**config.mk**
```make
export PLATFORM = sky130hd
export DESIGN_NAME = poll_field_cmd
export DESIGN_NICKNAME = d
export VERILOG_FILES = /design/src/verilog/poll_field_cmd.v
export VERILOG_INCLUDE_DIRS = /design/src /design/src/verilog
export SDC_FILE = /design/constraint.sdc
export NUM_CORES = 1
export LEC_CHECK = 0
export ABC_CLOCK_PERIOD_IN_PS = 3100
export BUFFER_PORTS_ARGS = -buffer_cell sky130_fd_sc_hd__buf_2
export CORE_MARGIN = 4
export CORE_UTILIZATION = 30
export DETAILED_ROUTE_END_ITERATION = 16
export HOLD_SLACK_MARGIN = 0.03
export SETUP_SLACK_MARGIN = 0.5
export SLEW_MARGIN = 5
export SYNTH_ARGS = -nofsm -noshare
export SYNTH_HDL_FRONTEND = slang
export SYNTH_SLANG_ARGS = --single-unit
```
**constraint.sdc**
```tcl
create_clock -name i_clk -period 3.1 [get_ports i_clk]
set_input_delay 0.62 -clock i_clk [delete_from_list [all_inputs] [get_ports i_clk]]
set_output_delay 0.62 -clock i_clk [all_outputs]
set_load 0.02 [all_outputs]
```
**src/verilog/poll_field_consts.vh**
```
`ifndef POLL_FIELD_CONSTS_VH
`define POLL_FIELD_CONSTS_VH

// Command and reply bytes
`define CMD_POLL_FIELD    8'h03
`define LEN_IMMEDIATE     8'h00
`define LEN_WAIT          8'h03
`define COND_APPEAR       8'h01
`define COND_DISAPPEAR    8'h00
`define RES_OK            8'h00
`define RES_BAD_LEN       8'h82
`define LEN_NONE          8'h00
`define LEN_ONE           8'h01

// Status byte layout
`define STAT_FIELD_BIT    0

// Register byte addresses
`define REG_CTRL          4'h0
`define REG_STATUS        4'h4
`define REG_LAST_REPLY    4'h8
`define REG_COUNT         4'hC

// Control fields and reset value
`define CTRL_READER_BIT   0
`define CTRL_SHORT_BIT    1
`define CTRL_RESET        2'h0

// Timing: clock and field reference rates in kHz
`define CLK_RATE_KHZ      18'd200000
`define REF_RATE_KHZ      18'd13560

`endif

```
**src/verilog/poll_field_cmd.v**
```verilog
// Summary of operation
// Request is 0x03, length, then parameters
// Length zero reports field at once
// Every accepted request answers field-present flag, except a bad-length reply (82 00) and a short-mode no-field reply (00 00)
// Condition byte: 01 appear, 00 disappear
// Waiting stops when timeout elapses
// Timeout is (presc+1)*(timer+1) reference periods
// Host sends condition, prescaler, timer together
// No field may reply as 00 00
// Full reply 00 01 status, bit0 field
// Bad length replies 82 00
// Reader mode forces field flag to one
// Wait reply uses flag sampled at end
`timescale 1ns/100ps
`include "poll_field_consts.vh"

module poll_field_cmd (
    input  wire        i_clk,
    input  wire        i_rstn,
    // Command byte stream from the host interface
    input  wire        i_cmd_valid,
    input  wire [7:0]  i_cmd_byte,
    output wire        o_cmd_ready,
    // Reply byte stream to the host interface
    output wire        o_rsp_valid,
    output reg  [7:0]  o_rsp_byte,
    input  wire        i_rsp_ready,
    // Analog field detector level
    input  wire        i_field_det,
    // Avalon-MM slave
    input  wire [3:0]  i_avs_address,
    input  wire        i_avs_read,
    input  wire        i_avs_write,
    input  wire [31:0] i_avs_writedata,
    output reg  [31:0] o_avs_readdata,
    output wire        o_avs_waitrequest
);

    localparam [2:0] S_CMD   = 3'd0;
    localparam [2:0] S_LEN   = 3'd1;
    localparam [2:0] S_PARAM = 3'd2;
    localparam [2:0] S_SKIP  = 3'd3;
    localparam [2:0] S_WAIT  = 3'd4;
    localparam [2:0] S_RSP   = 3'd5;

    reg  [2:0]  state_q;
    reg  [2:0]  state_d;
    reg  [7:0]  len_q;
    reg  [7:0]  len_d;
    reg  [1:0]  pidx_q;
    reg  [1:0]  pidx_d;
    reg  [7:0]  cond_q;
    reg  [7:0]  cond_d;
    reg  [7:0]  presc_q;
    reg  [7:0]  presc_d;
    reg  [7:0]  timer_q;
    reg  [7:0]  timer_d;
    reg  [7:0]  pcnt_q;
    reg  [7:0]  pcnt_d;
    reg  [7:0]  tcnt_q;
    reg  [7:0]  tcnt_d;
    reg  [23:0] rbuf_q;
    reg  [23:0] rbuf_d;
    reg  [1:0]  rlen_q;
    reg  [1:0]  rlen_d;
    reg  [1:0]  ridx_q;
    reg  [1:0]  ridx_d;
    reg         tout_q;
    reg         tout_d;
    reg  [23:0] last_q;
    reg  [15:0] count_q;
    reg  [1:0]  ctrl_q;
    reg         ack_q;
    reg  [17:0] phase_q;
    reg  [17:0] phase_d;
    reg         ref_tick;
    reg  [31:0] rdata_d;

    wire        field_flag;
    wire        cmd_fire;
    wire        rsp_fire;
    wire        want_field;
    wire        cond_met;
    wire        tout_hit;
    wire        bus_req;
    wire        skip_done;
    wire        rsp_last;

    // A byte offered after the last skipped one would be lost, so hold ready low then
    assign skip_done   = (len_q == 8'h00);
    assign o_cmd_ready = (state_q == S_CMD) || (state_q == S_LEN) ||
                         (state_q == S_PARAM) || ((state_q == S_SKIP) && !skip_done);
    assign rsp_last    = (ridx_q == rlen_q - 2'd1);
    assign cmd_fire    = i_cmd_valid & o_cmd_ready;
    assign o_rsp_valid = (state_q == S_RSP);
    assign rsp_fire    = o_rsp_valid & i_rsp_ready;

    // Own transmitter holds the field up whenever reader mode is selected
    assign field_flag  = i_field_det | ctrl_q[`CTRL_READER_BIT];

    // Condition bytes other than 01 are taken as a wait for disappearance
    assign want_field  = (cond_q == `COND_APPEAR);
    assign cond_met    = (field_flag == want_field);

    // Last reference tick of the last prescaler round of the last timer step
    assign tout_hit    = ref_tick && (pcnt_q == presc_q) && (tcnt_q == timer_q);

    // Fractional divider: one tick per field reference period on average
    always @* begin
        phase_d  = phase_q + `REF_RATE_KHZ;
        ref_tick = 1'b0;
        if (phase_d >= `CLK_RATE_KHZ) begin
            phase_d  = phase_d - `CLK_RATE_KHZ;
            ref_tick = 1'b1;
        end
    end

    always @* begin
        state_d = state_q;
        len_d   = len_q;
        pidx_d  = pidx_q;
        cond_d  = cond_q;
        presc_d = presc_q;
        timer_d = timer_q;
        pcnt_d  = pcnt_q;
        tcnt_d  = tcnt_q;
        rbuf_d  = rbuf_q;
        rlen_d  = rlen_q;
        ridx_d  = ridx_q;
        tout_d  = tout_q;
        case (state_q)
            S_CMD: begin
                // Bytes of other commands are not ours and are dropped singly
                if (cmd_fire && (i_cmd_byte == `CMD_POLL_FIELD)) begin
                    state_d = S_LEN;
                end
            end
            S_LEN: begin
                if (cmd_fire) begin
                    len_d  = i_cmd_byte;
                    pidx_d = 2'd0;
                    if (i_cmd_byte == `LEN_IMMEDIATE) begin
                        state_d = S_RSP;
                        tout_d  = 1'b0;
                        ridx_d  = 2'd0;
                        if (!field_flag && ctrl_q[`CTRL_SHORT_BIT]) begin
                            rbuf_d = {`RES_OK, `LEN_NONE, 8'h00};
                            rlen_d = 2'd2;
                        end else begin
                            rbuf_d = {`RES_OK, `LEN_ONE, 7'h00, field_flag};
                            rlen_d = 2'd3;
                        end
                    end else if (i_cmd_byte == `LEN_WAIT) begin
                        state_d = S_PARAM;
                    end else begin
                        // Parameters of a bad request are swallowed before the error
                        state_d = S_SKIP;
                    end
                end
            end
            S_PARAM: begin
                if (cmd_fire) begin
                    pidx_d = pidx_q + 2'd1;
                    // Counters restart per request, so an old wait leaves nothing behind
                    case (pidx_q)
                        2'd0:    cond_d  = i_cmd_byte;
                        2'd1:    presc_d = i_cmd_byte;
                        default: begin
                            timer_d = i_cmd_byte;
                            pcnt_d  = 8'h00;
                            tcnt_d  = 8'h00;
                            state_d = S_WAIT;
                        end
                    endcase
                end
            end
            S_SKIP: begin
                if (skip_done) begin
                    state_d = S_RSP;
                    rbuf_d  = {`RES_BAD_LEN, `LEN_NONE, 8'h00};
                    rlen_d  = 2'd2;
                    ridx_d  = 2'd0;
                end else if (cmd_fire) begin
                    len_d = len_q - 8'h01;
                end
            end
            S_WAIT: begin
                // Counters advance only on reference ticks
                if (ref_tick) begin
                    if (pcnt_q == presc_q) begin
                        pcnt_d = 8'h00;
                        tcnt_d = tcnt_q + 8'h01;
                    end else begin
                        pcnt_d = pcnt_q + 8'h01;
                    end
                end
                if (cond_met || tout_hit) begin
                    state_d = S_RSP;
                    tout_d  = ~cond_met & tout_hit;
                    ridx_d  = 2'd0;
                    // Flag taken in the very cycle the wait ends
                    if (!field_flag && ctrl_q[`CTRL_SHORT_BIT]) begin
                        rbuf_d = {`RES_OK, `LEN_NONE, 8'h00};
                        rlen_d = 2'd2;
                    end else begin
                        rbuf_d = {`RES_OK, `LEN_ONE, 7'h00, field_flag};
                        rlen_d = 2'd3;
                    end
                end
            end
            S_RSP: begin
                if (rsp_fire) begin
                    ridx_d = ridx_q + 2'd1;
                    // Reply ends when its last byte is taken
                    if (rsp_last) begin
                        state_d = S_CMD;
                    end
                end
            end
            default: begin
                state_d = S_CMD;
            end
        endcase
    end

    // Request decoding state
    always @(posedge i_clk or negedge i_rstn) begin
        if (!i_rstn) begin
            state_q <= S_CMD;
            len_q   <= 8'h00;
            pidx_q  <= 2'd0;
        end else begin
            state_q <= state_d;
            len_q   <= len_d;
            pidx_q  <= pidx_d;
        end
    end

    // Wait parameters stay as last received; only a new request replaces them
    always @(posedge i_clk or negedge i_rstn) begin
        if (!i_rstn) begin
            cond_q  <= 8'h00;
            presc_q <= 8'h00;
            timer_q <= 8'h00;
        end else begin
            cond_q  <= cond_d;
            presc_q <= presc_d;
            timer_q <= timer_d;
        end
    end

    // Divider runs freely, so a wait may start at any reference phase
    always @(posedge i_clk or negedge i_rstn) begin
        if (!i_rstn) begin
            pcnt_q  <= 8'h00;
            tcnt_q  <= 8'h00;
            phase_q <= 18'h00000;
        end else begin
            pcnt_q  <= pcnt_d;
            tcnt_q  <= tcnt_d;
            phase_q <= phase_d;
        end
    end

    // Reply buffer and its progress
    always @(posedge i_clk or negedge i_rstn) begin
        if (!i_rstn) begin
            rbuf_q  <= 24'h000000;
            rlen_q  <= 2'd0;
            ridx_q  <= 2'd0;
            tout_q  <= 1'b0;
        end else begin
            rbuf_q  <= rbuf_d;
            rlen_q  <= rlen_d;
            ridx_q  <= ridx_d;
            tout_q  <= tout_d;
        end
    end

    // Reply buffer seen as byte lanes, first byte in the top lane
    wire [7:0]  rsp_lane [0:2];
    genvar      gi;
    generate
        for (gi = 0; gi < 3; gi = gi + 1) begin : g_lane
            assign rsp_lane[gi] = rbuf_d[23 - 8 * gi -: 8];
        end
    endgenerate

    // Reply byte register follows the byte index, first byte highest
    always @(posedge i_clk or negedge i_rstn) begin
        if (!i_rstn) begin
            o_rsp_byte <= 8'h00;
        end else begin
            case (ridx_d)
                2'd0:    o_rsp_byte <= rsp_lane[0];
                2'd1:    o_rsp_byte <= rsp_lane[1];
                default: o_rsp_byte <= rsp_lane[2];
            endcase
        end
    end

    // Record of the most recent reply, and a count of finished replies
    always @(posedge i_clk or negedge i_rstn) begin
        if (!i_rstn) begin
            last_q  <= 24'h000000;
            count_q <= 16'h0000;
        end else if (rsp_fire && rsp_last) begin
            last_q  <= rbuf_q;
            count_q <= count_q + 16'h0001;
        end
    end

    // Read word is chosen combinationally and registered on the request edge
    always @* begin
        case (i_avs_address)
            `REG_CTRL:       rdata_d = {30'h00000000, ctrl_q};
            `REG_STATUS:     rdata_d = {26'h0000000, state_q, tout_q,
                                        (state_q == S_WAIT), field_flag};
            `REG_LAST_REPLY: rdata_d = {8'h00, last_q};
            `REG_COUNT:      rdata_d = {16'h0000, count_q};
            default:         rdata_d = 32'h00000000;
        endcase
    end

    // Avalon slave: every access completes one cycle after it is presented
    assign bus_req           = i_avs_read | i_avs_write;
    assign o_avs_waitrequest = bus_req & ~ack_q;

    always @(posedge i_clk or negedge i_rstn) begin
        if (!i_rstn) begin
            ack_q          <= 1'b0;
            ctrl_q         <= `CTRL_RESET;
            o_avs_readdata <= 32'h00000000;
        end else begin
            // Back-to-back requests see ack low again, so each waits one cycle
            ack_q <= bus_req & ~ack_q;
            if (i_avs_write && !ack_q && (i_avs_address == `REG_CTRL)) begin
                ctrl_q <= i_avs_writedata[1:0];
            end
            if (i_avs_read && !ack_q) begin
                o_avs_readdata <= rdata_d;
            end
        end
    end

endmodule

```
==> flow_summary.toml, run 1 <==
[status]
status = "finished, final reports clean"

[timing]
worstMarginPinSlew_ps = 774
slew_headroom_pct = 48.4
worst_slack_ps = 177
setup_tns_ps = 0
rsz0062_at_grt = "true"
fin_skew_ps = 19.8
fmax_mhz = 342
setup_viol = 0
hold_viol_final = 0
finalMaxSlewViolations = 0
finalCritPeriodShare_pct = 94.3
min_period_ps = 2920

[synthesis]
synthXorXnorAreaFrac_pct = 6.10
ys_types = 70
ys_warn_count = 0
synth_fa_ha_area_share_pct = 1.33
netlist.area_leader.share_pct = 50.8
yosys.cell_count.top_type = "dfrtp_1"
avgSynthCellArea_um2 = 10.3
seq_area_frac_synth_pct = 50.8
synth-compound-area-share_pct = 13.4
synth_edf_count = 0
ys_ff_latch = 172
synth_area_leaders = "dfrtp_1, mux2_2, xnor2_1, nand2_1, o21ai_0"
synth_top_flop_cell = "dfrtp_1"
synth_largest_area_cell = "dfrtp_1"
syn_area_mm2 = 0.00847
yosys-top-cells-count = "dfrtp_1, nand2_1, o21ai_0, nor2_1"
yosys.area_share.simple_pct = 17.1
syn_inst = 824
synthMuxAreaShare_pct = 7.72
async_reset_ff_share_pct = 100
synth_top_family_by_area = "simple AND/OR/NAND/NOR gates"

[layout]
areaGrowthSynthToFinish_pct = 26.6
utilization_pct = 38.5
stdcell_count = 1316
drive_gt1_share_pct = 29.3
fin_nets = 984

[hold_path]
hold_class = "in2async"

[critical_path]
critPathMaxFanout = 8
worst_ep_arrival_time_ps = 3250
worstPathRequired_ps = 3430
startpoint_type = "flip-flop"
critical_path_class = "reg2reg"
cp-startpoint = "phase_q[4]$_DFF_PN0_"
reg2reg_depth = 10
worstReg2RegStart = "phase_q[4]$_DFF_PN0_"
end_kind = "flip-flop"

[routing]
drt_iter0_drc = 390
drc = 0
via_per_inst = 4.86
vias = 6390
wl_per_cell_um = 15.7
drt-total-wl_um = 20600
ant_nets = 0
dr.pass1.iters = 5

[global_routing]
grt_max_degree = 80
grt_pass1_vias = 6179
grt_pass1_wl_um = 33600
antenna_found_initial = 0
overflow = 0
grt_use_total_pct = 13.5

[floorplanning]
die-area_mm2 = 0.0310
die_w_um = 176
core_area_mm2 = 0.0279
num_rows = 61
io_pins = 94
die_y_um = 176
initial_core_util_pct = 30.4

[clock_network]
clockBufferDepth = 2
clk_latency_ps = 440
htree_levels = 4
clk_pin_slew_ps = 90
clock-sinks = 172
cts-root-buf = "clkbuf_16"
cts_tree = "built"
cts_made_buffers = 17

[placed_design]
place_inst = 1250
pre_cts_slack_ps = 71.6
place.detailed.hpwl_um = 14200
port_buffers = 55
place_congestion = 0.798

[job]
max_cap_violations = 0

[power_and_ir_drop]
p_leak_nw = 4.76
pwr_density_cell_mw_per_mm2 = 664
peakVddDrop_mv = 0.360
worst paths after layout:
| kind | to | slack [ps] |
|---|---|---|
| max in group asynchronous | timer_q[2]$_DFFE_PN0P_ | 2060 |
| hold / removal | ack_q$_DFF_PN0_ | 230 |
| setup reg to reg | o_rsp_byte[2]$_DFF_PN0_ | 180 |
| hold reg to reg | count_q[15]$_DFFE_PN0P_ | 480 |
| min in group i_clk | timer_q[2]$_DFFE_PN0P_ | 460 |
| setup / recovery | o_rsp_byte[2]$_DFF_PN0_ | 180 |
cell families (layout without fill, tap and decap cells):
group	after synthesis	count (layout)
muxes	58	58
DFF	172	172
buffers and inverters	66	172
other	1	9
xor gates and xnor gates	59	59
AOI/OAI and AO/OA	173	173
adders and majority gates	9	9
and+or+nand+nor	286	286
metal layers:
layer	global-route usage (%)	up-vias	routed length [um]	share of wire (%)
met1	19.1	3174	9730	47
met2	21.2	96	9900	48
li1	-	3096	-	-
met3	2.33	24	663	3.2
met5	0	-	0	0
met4	4.19	0	340	1.6
critical path: stages (launching register included):
cell	delay, ps
dfrtp_1	410
or4_4	600
o311ai_4	310
buf_4	180
nor4b_4	190
nand4bb_4	250
o211a_4	240
o21a_1	170
buf_12	160
mux2i_1	200
a21oi_1	100
per-stage QoR:
stage                     hold slack [ps]  power (mW)  area [um2]
after floorplan                       324        4.14        8630
after global placement                447        4.61        9400
after detailed placement              454        4.65        9400
after CTS                             250        7.15       10500
after global routing                  278        7.56       10700
final                                 232        7.12       10700
state kept, by name, indices dropped and copies added, names as in the netlist, 15 cells and up:
signal          flops
last_q             24
o_avs_readdata     24
phase_q            15
rbuf_q             24
count_q            16
power breakdown:
part / leakage, nW / switching, mW / internal [mW] / total (mW)
Combinational: 2.18 / 1.03 / 0.852 / 1.89
Clock: 0.315 / 1.14 / 1.15 / 2.28
Sequential: 2.27 / 0.337 / 2.61 / 2.95
cell type report:
class / count / area (um2)
antenna: 1 / 2.50
clock buffer: 17 / 425
clock inverter: 15 / 235
fill: 2720 / 17100
inverter: 22 / 95.1
multi-input combinational: 593 / 4280
sequential: 172 / 4300
tap: 378 / 473
timing repair buffer: 118 / 910
cell usage in the layout (no fill, tap or decap), types with 4 or more instances in the layout:
master     synthesis  final
dfrtp_1          172    172
nand2_1          107    105
buf_2              4     54
mux2_2            48     48
nor2_1            49     47
xnor2_1           48     45
o21ai_0           52     44
buf_4              9     43
a21oi_1           28     26
inv_1             21     21
o21ai_1           17     21
and2_4             0     20
nand3_1           21     19
a22oi_1           17     17
clkbuf_16          0     17
nand4_1           13     13
buf_6              1     13
xor2_1            11     11
nor2b_1           10     10
and2_1            28      9
nor3_1            10      9
mux2i_1            8      8
clkinv_8           0      8
conb_1             1      8
nand2b_1           8      7
and3_1             7      7
ha_1               9      7
nor4_1             6      6
o31ai_1            6      5
a31oi_1            7      5
o22ai_1            6      5
o21a_1             7      5
inv_12             0      5
buf_12             0      5
or3_1              4      4
a2111oi_4          0      4
a211oi_2           0      4
timing repair:
action,CTS,global route
cloned,2,0
pin swaps,24,25
endpoints found under the setup margin,64,69
endpoints found under the hold margin,0,0
buffers inserted,26,5
hold buffers,0,0
resized for setup,38,43
Power figures use the tool's default switching activity.
==> inputs of run 2 (changes only) <==
--- a/config.mk
+++ b/config.mk
@@ -6,8 +6,10 @@
 export SDC_FILE = /design/constraint.sdc
 export NUM_CORES = 1
 export LEC_CHECK = 0
-export ABC_CLOCK_PERIOD_IN_PS = 3100
+export ABC_AREA = 1
+export ABC_CLOCK_PERIOD_IN_PS = 3120
 export BUFFER_PORTS_ARGS = -buffer_cell sky130_fd_sc_hd__buf_2
+export CAP_MARGIN = 15
 export CORE_MARGIN = 4
 export CORE_UTILIZATION = 30
 export DETAILED_ROUTE_END_ITERATION = 16
==> constraint.sdc (replaced) <==
create_clock -name i_clk -period 3.12 [get_ports i_clk]
set_input_delay 0.624 -clock i_clk [delete_from_list [all_inputs] [get_ports i_clk]]
set_output_delay 0.624 -clock i_clk [all_outputs]
set_load 0.02 [all_outputs]
==> run 2 against run 1 <==
Compared with the run above:
- core utilization fell by 0.31 points
- die area rose by 1.2%
- sequential power barely moved
- clock skew fell by 8.5 ps
- synthesized cell count rose by 26%
- largest power group unchanged
- combinational power rose by 22%
- highest routed layer unchanged
==> flow_summary.toml, run 2 <==
[layout]
layout_commonest_cell = "nand2_1"
final_area_mm2 = 0.0107
most-common-layout-cells = "nand2_1, dfrtp_1, inv_1"
fin_nets = 1204
utilization_pct = 38.2
top_regs = "last_q (24), o_avs_readdata (24), rbuf_q (24)"
areaGrowthSynthToFinish_pct = 24.7
drive_gt1_share_pct = 27.1
stdcell_count = 1535
fillCellCount = 2793

[status]
status = "finished, final reports clean"

[timing]
finalCritPeriodShare_pct = 84.2
fmax_mhz = 381
fin_skew_ps = 11.3
hold-worst-slack_ps = 173
finalMaxSlewViolations = 0
rsz0062_at_grt = "true"
slew_headroom_pct = 50.3
hold_viol_final = 0
setup_viol = 0
worst_slack_ps = 494
min_period_ps = 2630
worstMarginPinSlew_ps = 741
setup_tns_ps = 0

[synthesis]
seq_area_frac_synth_pct = 50.2
synth_top_flop_cell = "dfrtp_1"
avgSynthCellArea_um2 = 8.23
synth_area_leaders = "dfrtp_1, nand2_1, inv_1, xor2_1, o21ai_0"
syn_area_mm2 = 0.00858
ys_warn_count = 0
syn_inst = 1042
ys_types = 44
synth_edf_count = 0
async_reset_ff_share_pct = 100
ys_ff_latch = 172
yosys.cell_count.top_type = "nand2_1"
synth_largest_area_cell = "dfrtp_1"
netlist.area_leader.share_pct = 50.2
yosys-top-cells-count = "nand2_1, dfrtp_1, inv_1, nor2_1, o21ai_0"

[critical_path]
worstPathRequired_ps = 3420
slowest_stage = "dfrtp_1"
critPathMaxStageDelay_ps = 410
startpoint_type = "flip-flop"
worst_ep_arrival_time_ps = 2930
end_kind = "flip-flop"
critPathMaxFanout = 7
critical_path_class = "reg2reg"
path_cells = "inv_2 -> ha_4 -> inv_2 -> nor2_4 -> nand2_4 -> buf_6 -> nand2_4 -> nand2_2 -> nand2_2 -> nand2_2 -> nor2_4 -> nand2_1 -> nor2_1 -> nand2_1 -> nand2_2 -> nand3_4 -> nand2_4 -> nand3_4 -> buf_16 -> nand2_4 -> inv_2 -> nand3_1 -> nand3_2"
reg2reg_depth = 23

[clock_network]
clk_pin_slew_ps = 70
htree_levels = 4
clock-sinks = 172
cts_tree = "built"
hold_buffers = 0
cts-root-buf = "clkbuf_16"
clk_latency_ps = 430
cts_made_buffers = 17
clockBufferDepth = 2

[floorplanning]
die_y_um = 177
num_rows = 61
initial_core_util_pct = 30.6
die_w_um = 177
io_pins = 94
core_area_mm2 = 0.0280
die-area_mm2 = 0.0314

[power_and_ir_drop]
p_leak_nw = 5.49
pwr-share-comb_pct = 31.7
peakVddDrop_mv = 0.431
pwr_density_cell_mw_per_mm2 = 677
p_sw_mw = 2.63
power.share.sequential_pct = 40.4
clkPwrFrac_pct = 27.9
switching_share_pct = 36.3
intPower_mw = 4.62
power.total_mw = 7.24

[job]
max_cap_violations = 0

[placed_design]
place_inst = 1468
pre_cts_slack_ps = 294
postPlaceCellArea_mm2 = 0.00934
port_buffers = 55
place.detailed.hpwl_um = 14000
place_congestion = 0.854

[routing]
drc = 0
vias = 6829
ant_nets = 0
drt-total-wl_um = 19900
via_per_inst = 4.45
dr.pass1.iters = 6
wl_per_cell_um = 13.0
drt_iter0_drc = 324

[global_routing]
grt_max_degree = 62
grt_pass1_wl_um = 33000
overflow = 0
grt_pass1_vias = 6640
grt_use_total_pct = 12.9
antenna_found_initial = 0

[hold_path]
hold_class = "in2async"
-- run 2: cell count changes in the layout (fill, tap and decap cells not counted), sizes merged, moves of 10 or more --
| cell | before | now |
|---|---|---|
| xnor2 | 48 | 2 |
| nor2b | 10 | 0 |
| nand2 | 107 | 348 |
| xor2 | 11 | 37 |
| and2 | 30 | 1 |
| a22oi | 17 | 0 |
| inv | 29 | 140 |
| nor2 | 50 | 73 |
| mux2 | 49 | 7 |
| nand3 | 22 | 58 |
| buf | 118 | 107 |
| nor3 | 11 | 26 |
-- run 2: worst paths after layout --
kind,startpoint,end,slack (ps)
min reg2reg,count_q[15]$_DFFE_PN0P_,count_q[15]$_DFFE_PN0P_,470
max in group asynchronous,i_rstn,count_q[3]$_DFFE_PN0P_,2230
min in group i_clk,count_q[15]$_DFFE_PN0P_,count_q[15]$_DFFE_PN0P_,470
max,phase_q[4]$_DFF_PN0_,o_rsp_byte[0]$_DFF_PN0_,490
max reg2reg,phase_q[4]$_DFF_PN0_,o_rsp_byte[0]$_DFF_PN0_,490
min,i_rstn,cond_q[0]$_DFFE_PN0P_,170
-- run 2: routing by layer --
layer  GRT usage [%]  part of all wire [%]  routed length, um  vias up
met5               0                     0                  0        -
met4            4.09                   1.5                296        0
met3            2.67                   3.3                659       21
met2            20.1                    46               9090       90
met1            17.9                    50               9900     3231
li1                -                     -                  -     3487
-- run 2: critical path, delay by kind of cell (launching register included) --
kind          cells  cell delay, ps
fa+ha+maj         1             140
buf+inv           5             510
flops             1             410
simple gates     17            1440
-- run 2: repair_timing --
action / in CTS / in global routing
pin swaps: 11 / 32
buffers inserted: 17 / 15
endpoints found under the setup margin: 38 / 86
cloned: 1 / 2
resized for setup: 30 / 127
hold endpoints to repair: 0 / 0
-- run 2: power groups by stage --
stage / Clock, mW / Combinational (mW) / Sequential (mW)
6_report: 2.02 / 2.30 / 2.93
5_1_grt: 2.19 / 2.58 / 2.98
4_1_cts: 2.08 / 2.04 / 2.91
3_5_place_dp: 0 / 1.81 / 2.94
3_3_place_gp: 0 / 1.78 / 2.93
2_1_floorplan: 0 / 1.35 / 2.87
-- run 2: cell type report --
class                      instances  area [um2]  share of cell area (%)
tap                              378         473                    4.42
sequential                       172        4310                    40.3
multi-input combinational        707        4020                    37.5
antenna                            1        2.50                  0.0234
inverter                         138         541                    5.05
timing repair buffer             108         806                    7.53
clock buffer                      21         440                    4.12
clock inverter                    10         109                    1.02
-- run 2: logic make-up (layout without fill, tap and decap cells) --
logic type                 Yosys count  after routing  synth area share (%)
and+or+nand+nor                    532            532                  27.6
muxes                                7              7                 0.919
other                                1              9                0.0437
adders and majority gates            9              9                  1.31
DFF                                172            172                  50.2
xor gates and xnor gates            39             39                  3.98
AOI/OAI and AO/OA                  112            112                  7.67
buffers and inverters              170            277                  8.30
==> inputs of run 3 (changes only) <==
--- a/config.mk
+++ b/config.mk
@@ -7,7 +7,7 @@
 export NUM_CORES = 1
 export LEC_CHECK = 0
 export ABC_AREA = 1
-export ABC_CLOCK_PERIOD_IN_PS = 3120
+export ABC_CLOCK_PERIOD_IN_PS = 2700
 export BUFFER_PORTS_ARGS = -buffer_cell sky130_fd_sc_hd__buf_2
 export CAP_MARGIN = 15
 export CORE_MARGIN = 4
==> constraint.sdc (replaced) <==
create_clock -name i_clk -period 2.7 [get_ports i_clk]
set_input_delay 0.54 -clock i_clk [delete_from_list [all_inputs] [get_ports i_clk]]
set_output_delay 0.54 -clock i_clk [all_outputs]
set_load 0.02 [all_outputs]
==> run 3 against run 2 <==
Compared with the run above:
- the flow now finishes with violations (setup timing)
- largest power group unchanged
- via count is 7.1% higher
- worst hold slack worse by 130 ps
- wire length up 14%
- core utilization rose by 4.4 points
- register-to-register slack worse by 590 ps
- clock-buffer cell count decreased by 2
- cell count is 4.5% higher
- highest routed layer is now met5
- fmax fell by 6.0%
- sequential power rose by 15%
- non-clock buffer count is 67 higher
==> flow_summary.toml, run 3 (synthesis gave the netlist of run 2 again) <==
[status]
status = "complete, but fails checks"
violations = "setup timing"

[clock_network]
cts_tree = "built"
clockBufferDepth = 2
cts-root-buf = "clkbuf_16"
cts_made_buffers = 17
clk_pin_slew_ps = 70
clk_latency_ps = 430
htree_levels = 4
clock-sinks = 172

[routing]
via_per_inst = 4.56
dr.pass1.iters = 4
ant_nets = 0
wl_per_cell_um = 14.1
drc = 0
drt_iter0_drc = 498
drt-total-wl_um = 22700
vias = 7313

[power_and_ir_drop]
peakVddDrop_mv = 0.510
power.total_mw = 9.16
p_leak_nw = 6.15
pwr_density_cell_mw_per_mm2 = 767

[global_routing]
grt_max_degree = 59
grt_use_total_pct = 14.2
grt_pass1_wl_um = 36400
overflow = 0
antenna_found_initial = 2
grt_pass1_vias = 7260

[critical_path]
path_cells = "buf_4 -> nor2_4 -> nand2_1 -> nand2_1 -> nand2_2 -> inv_2 -> ha_4 -> nand3b_1 -> nand2_1 -> buf_4 -> buf_6 -> buf_6 -> buf_6 -> buf_6 -> buf_6 -> buf_6 -> buf_6 -> buf_6 -> buf_6 -> nand2_4 -> nand2_4 -> nor2_4 -> xor2_1"
startpoint_type = "flip-flop"
critPathMaxFanout = 3
worst_ep_arrival_time_ps = 3130
crit_path_frequent_cell = "buf_6"
worstPathRequired_ps = 3030
end_kind = "flip-flop"
slowest_stage = "dfrtp_1"
critical_path_class = "reg2reg"
critPathMaxStageDelay_ps = 390

[timing]
setup_viol = 1
finalCritPeriodShare_pct = 104
min_period_ps = 2800
slew_headroom_pct = 52.3
worst_slack_ps = -95.2
rsz0062_at_grt = "true"
finalMaxSlewViolations = 0
fmax_mhz = 358
hold_viol_final = 0
setup_tns_ps = -95.2
fin_skew_ps = 13.7
worstMarginPinSlew_ps = 711

[floorplanning]
die_y_um = 177
initial_core_util_pct = 30.6
die-area_mm2 = 0.0314
num_rows = 61
io_pins = 94
core_area_mm2 = 0.0280
die_w_um = 177

[layout]
utilization_pct = 42.6
fin_nets = 1273
layout_commonest_cell = "nand2_1"
areaGrowthSynthToFinish_pct = 39.2
top_regs = "last_q (24), o_avs_readdata (24), rbuf_q (24)"
most-common-layout-cells = "nand2_1, dfrtp_1, inv_1"
drive_gt1_share_pct = 37.4
n_antenna_cell = 0

[placed_design]
place_congestion = 0.820
place.detailed.hpwl_um = 14300
port_buffers = 55

[hold_path]
hold_class = "in2async"

[job]
max_cap_violations = 0
-- run 3: changes by cell type in the layout (fill, tap and decap cells not counted), sizes merged --
cell | previous run | this run
clkinvlp | 2 | 1
clkinv | 5 | 9
nand2 | 348 | 349
diode | 1 | 0
nor2 | 73 | 74
clkbuf | 22 | 19
buf | 107 | 175
-- run 3: final cells by class --
class	count	area, um2
clock inverter	13	129
inverter	138	581
clock buffer	19	443
sequential	172	4310
timing repair buffer	175	1470
fill	2672	16100
tap	378	473
multi-input combinational	709	4530
-- run 3: path summary, 6_finish.rpt --
kind,startpoint,endpoint,cells after the start,slack (ps)
worst max register to register,phase_q[4]$_DFF_PN0_,phase_q[14]$_DFF_PN0_,23,-100
max in group asynchronous,i_rstn,rbuf_q[2]$_DFF_PN0_,2,1900
worst max-delay path,phase_q[4]$_DFF_PN0_,phase_q[14]$_DFF_PN0_,23,-100
worst min-delay path,i_rstn,pcnt_q[0]$_DFFE_PN0P_,1,50
worst min register to register,ack_q$_DFF_PN0_,ack_q$_DFF_PN0_,1,450
min in group i_clk,i_avs_read,ack_q$_DFF_PN0_,3,390
-- run 3: per-stage QoR --
step	hold WS, ps	instance area (um2)	worst slack (ps)	std cells
after floorplan	244	8730	247	1049
after global placement	445	9580	101	1482
after detailed placement	450	9580	64.3	1482
after CTS	61.6	11300	-15.1	1574
after global routing	72.7	11900	-219	1604
final	47.0	11900	-95.2	1604
-- run 3: critical path, delay by kind of cell (launching register included) --
family	cells	cell delay, ps
DFF	1	390
buffers and inverters	12	1270
adders and majority gates	1	120
xor gates and xnor gates	1	200
and+or+nand+nor	9	690
-- run 3: what timing repair did --
item,CTS,global route
gates cloned,3,1
pin swaps,56,48
endpoints found under the setup margin,106,106
resized for setup,205,92
hold endpoints to repair,0,0
buffers inserted,57,29
hold buffers,0,0
-- run 3: metal layers --
| metal | wire length (um) | part of all wire [%] | vias up | global-route usage [%] |
|---|---|---|---|---|
| met4 | 412 | 1.8 | 4 | 4.45 |
| li1 | - | - | 3631 | - |
| met1 | 10300 | 45 | 3514 | 19.2 |
| met2 | 11000 | 48 | 129 | 23.1 |
| met3 | 962 | 4.2 | 35 | 2.86 |
| met5 | 27 | 0.12 | - | 0 |
-- run 3: power breakdown --
part / switching (mW) / internal, mW
Sequential: 0.349 / 3.03
Combinational: 1.98 / 1.39
Clock: 1.10 / 1.32
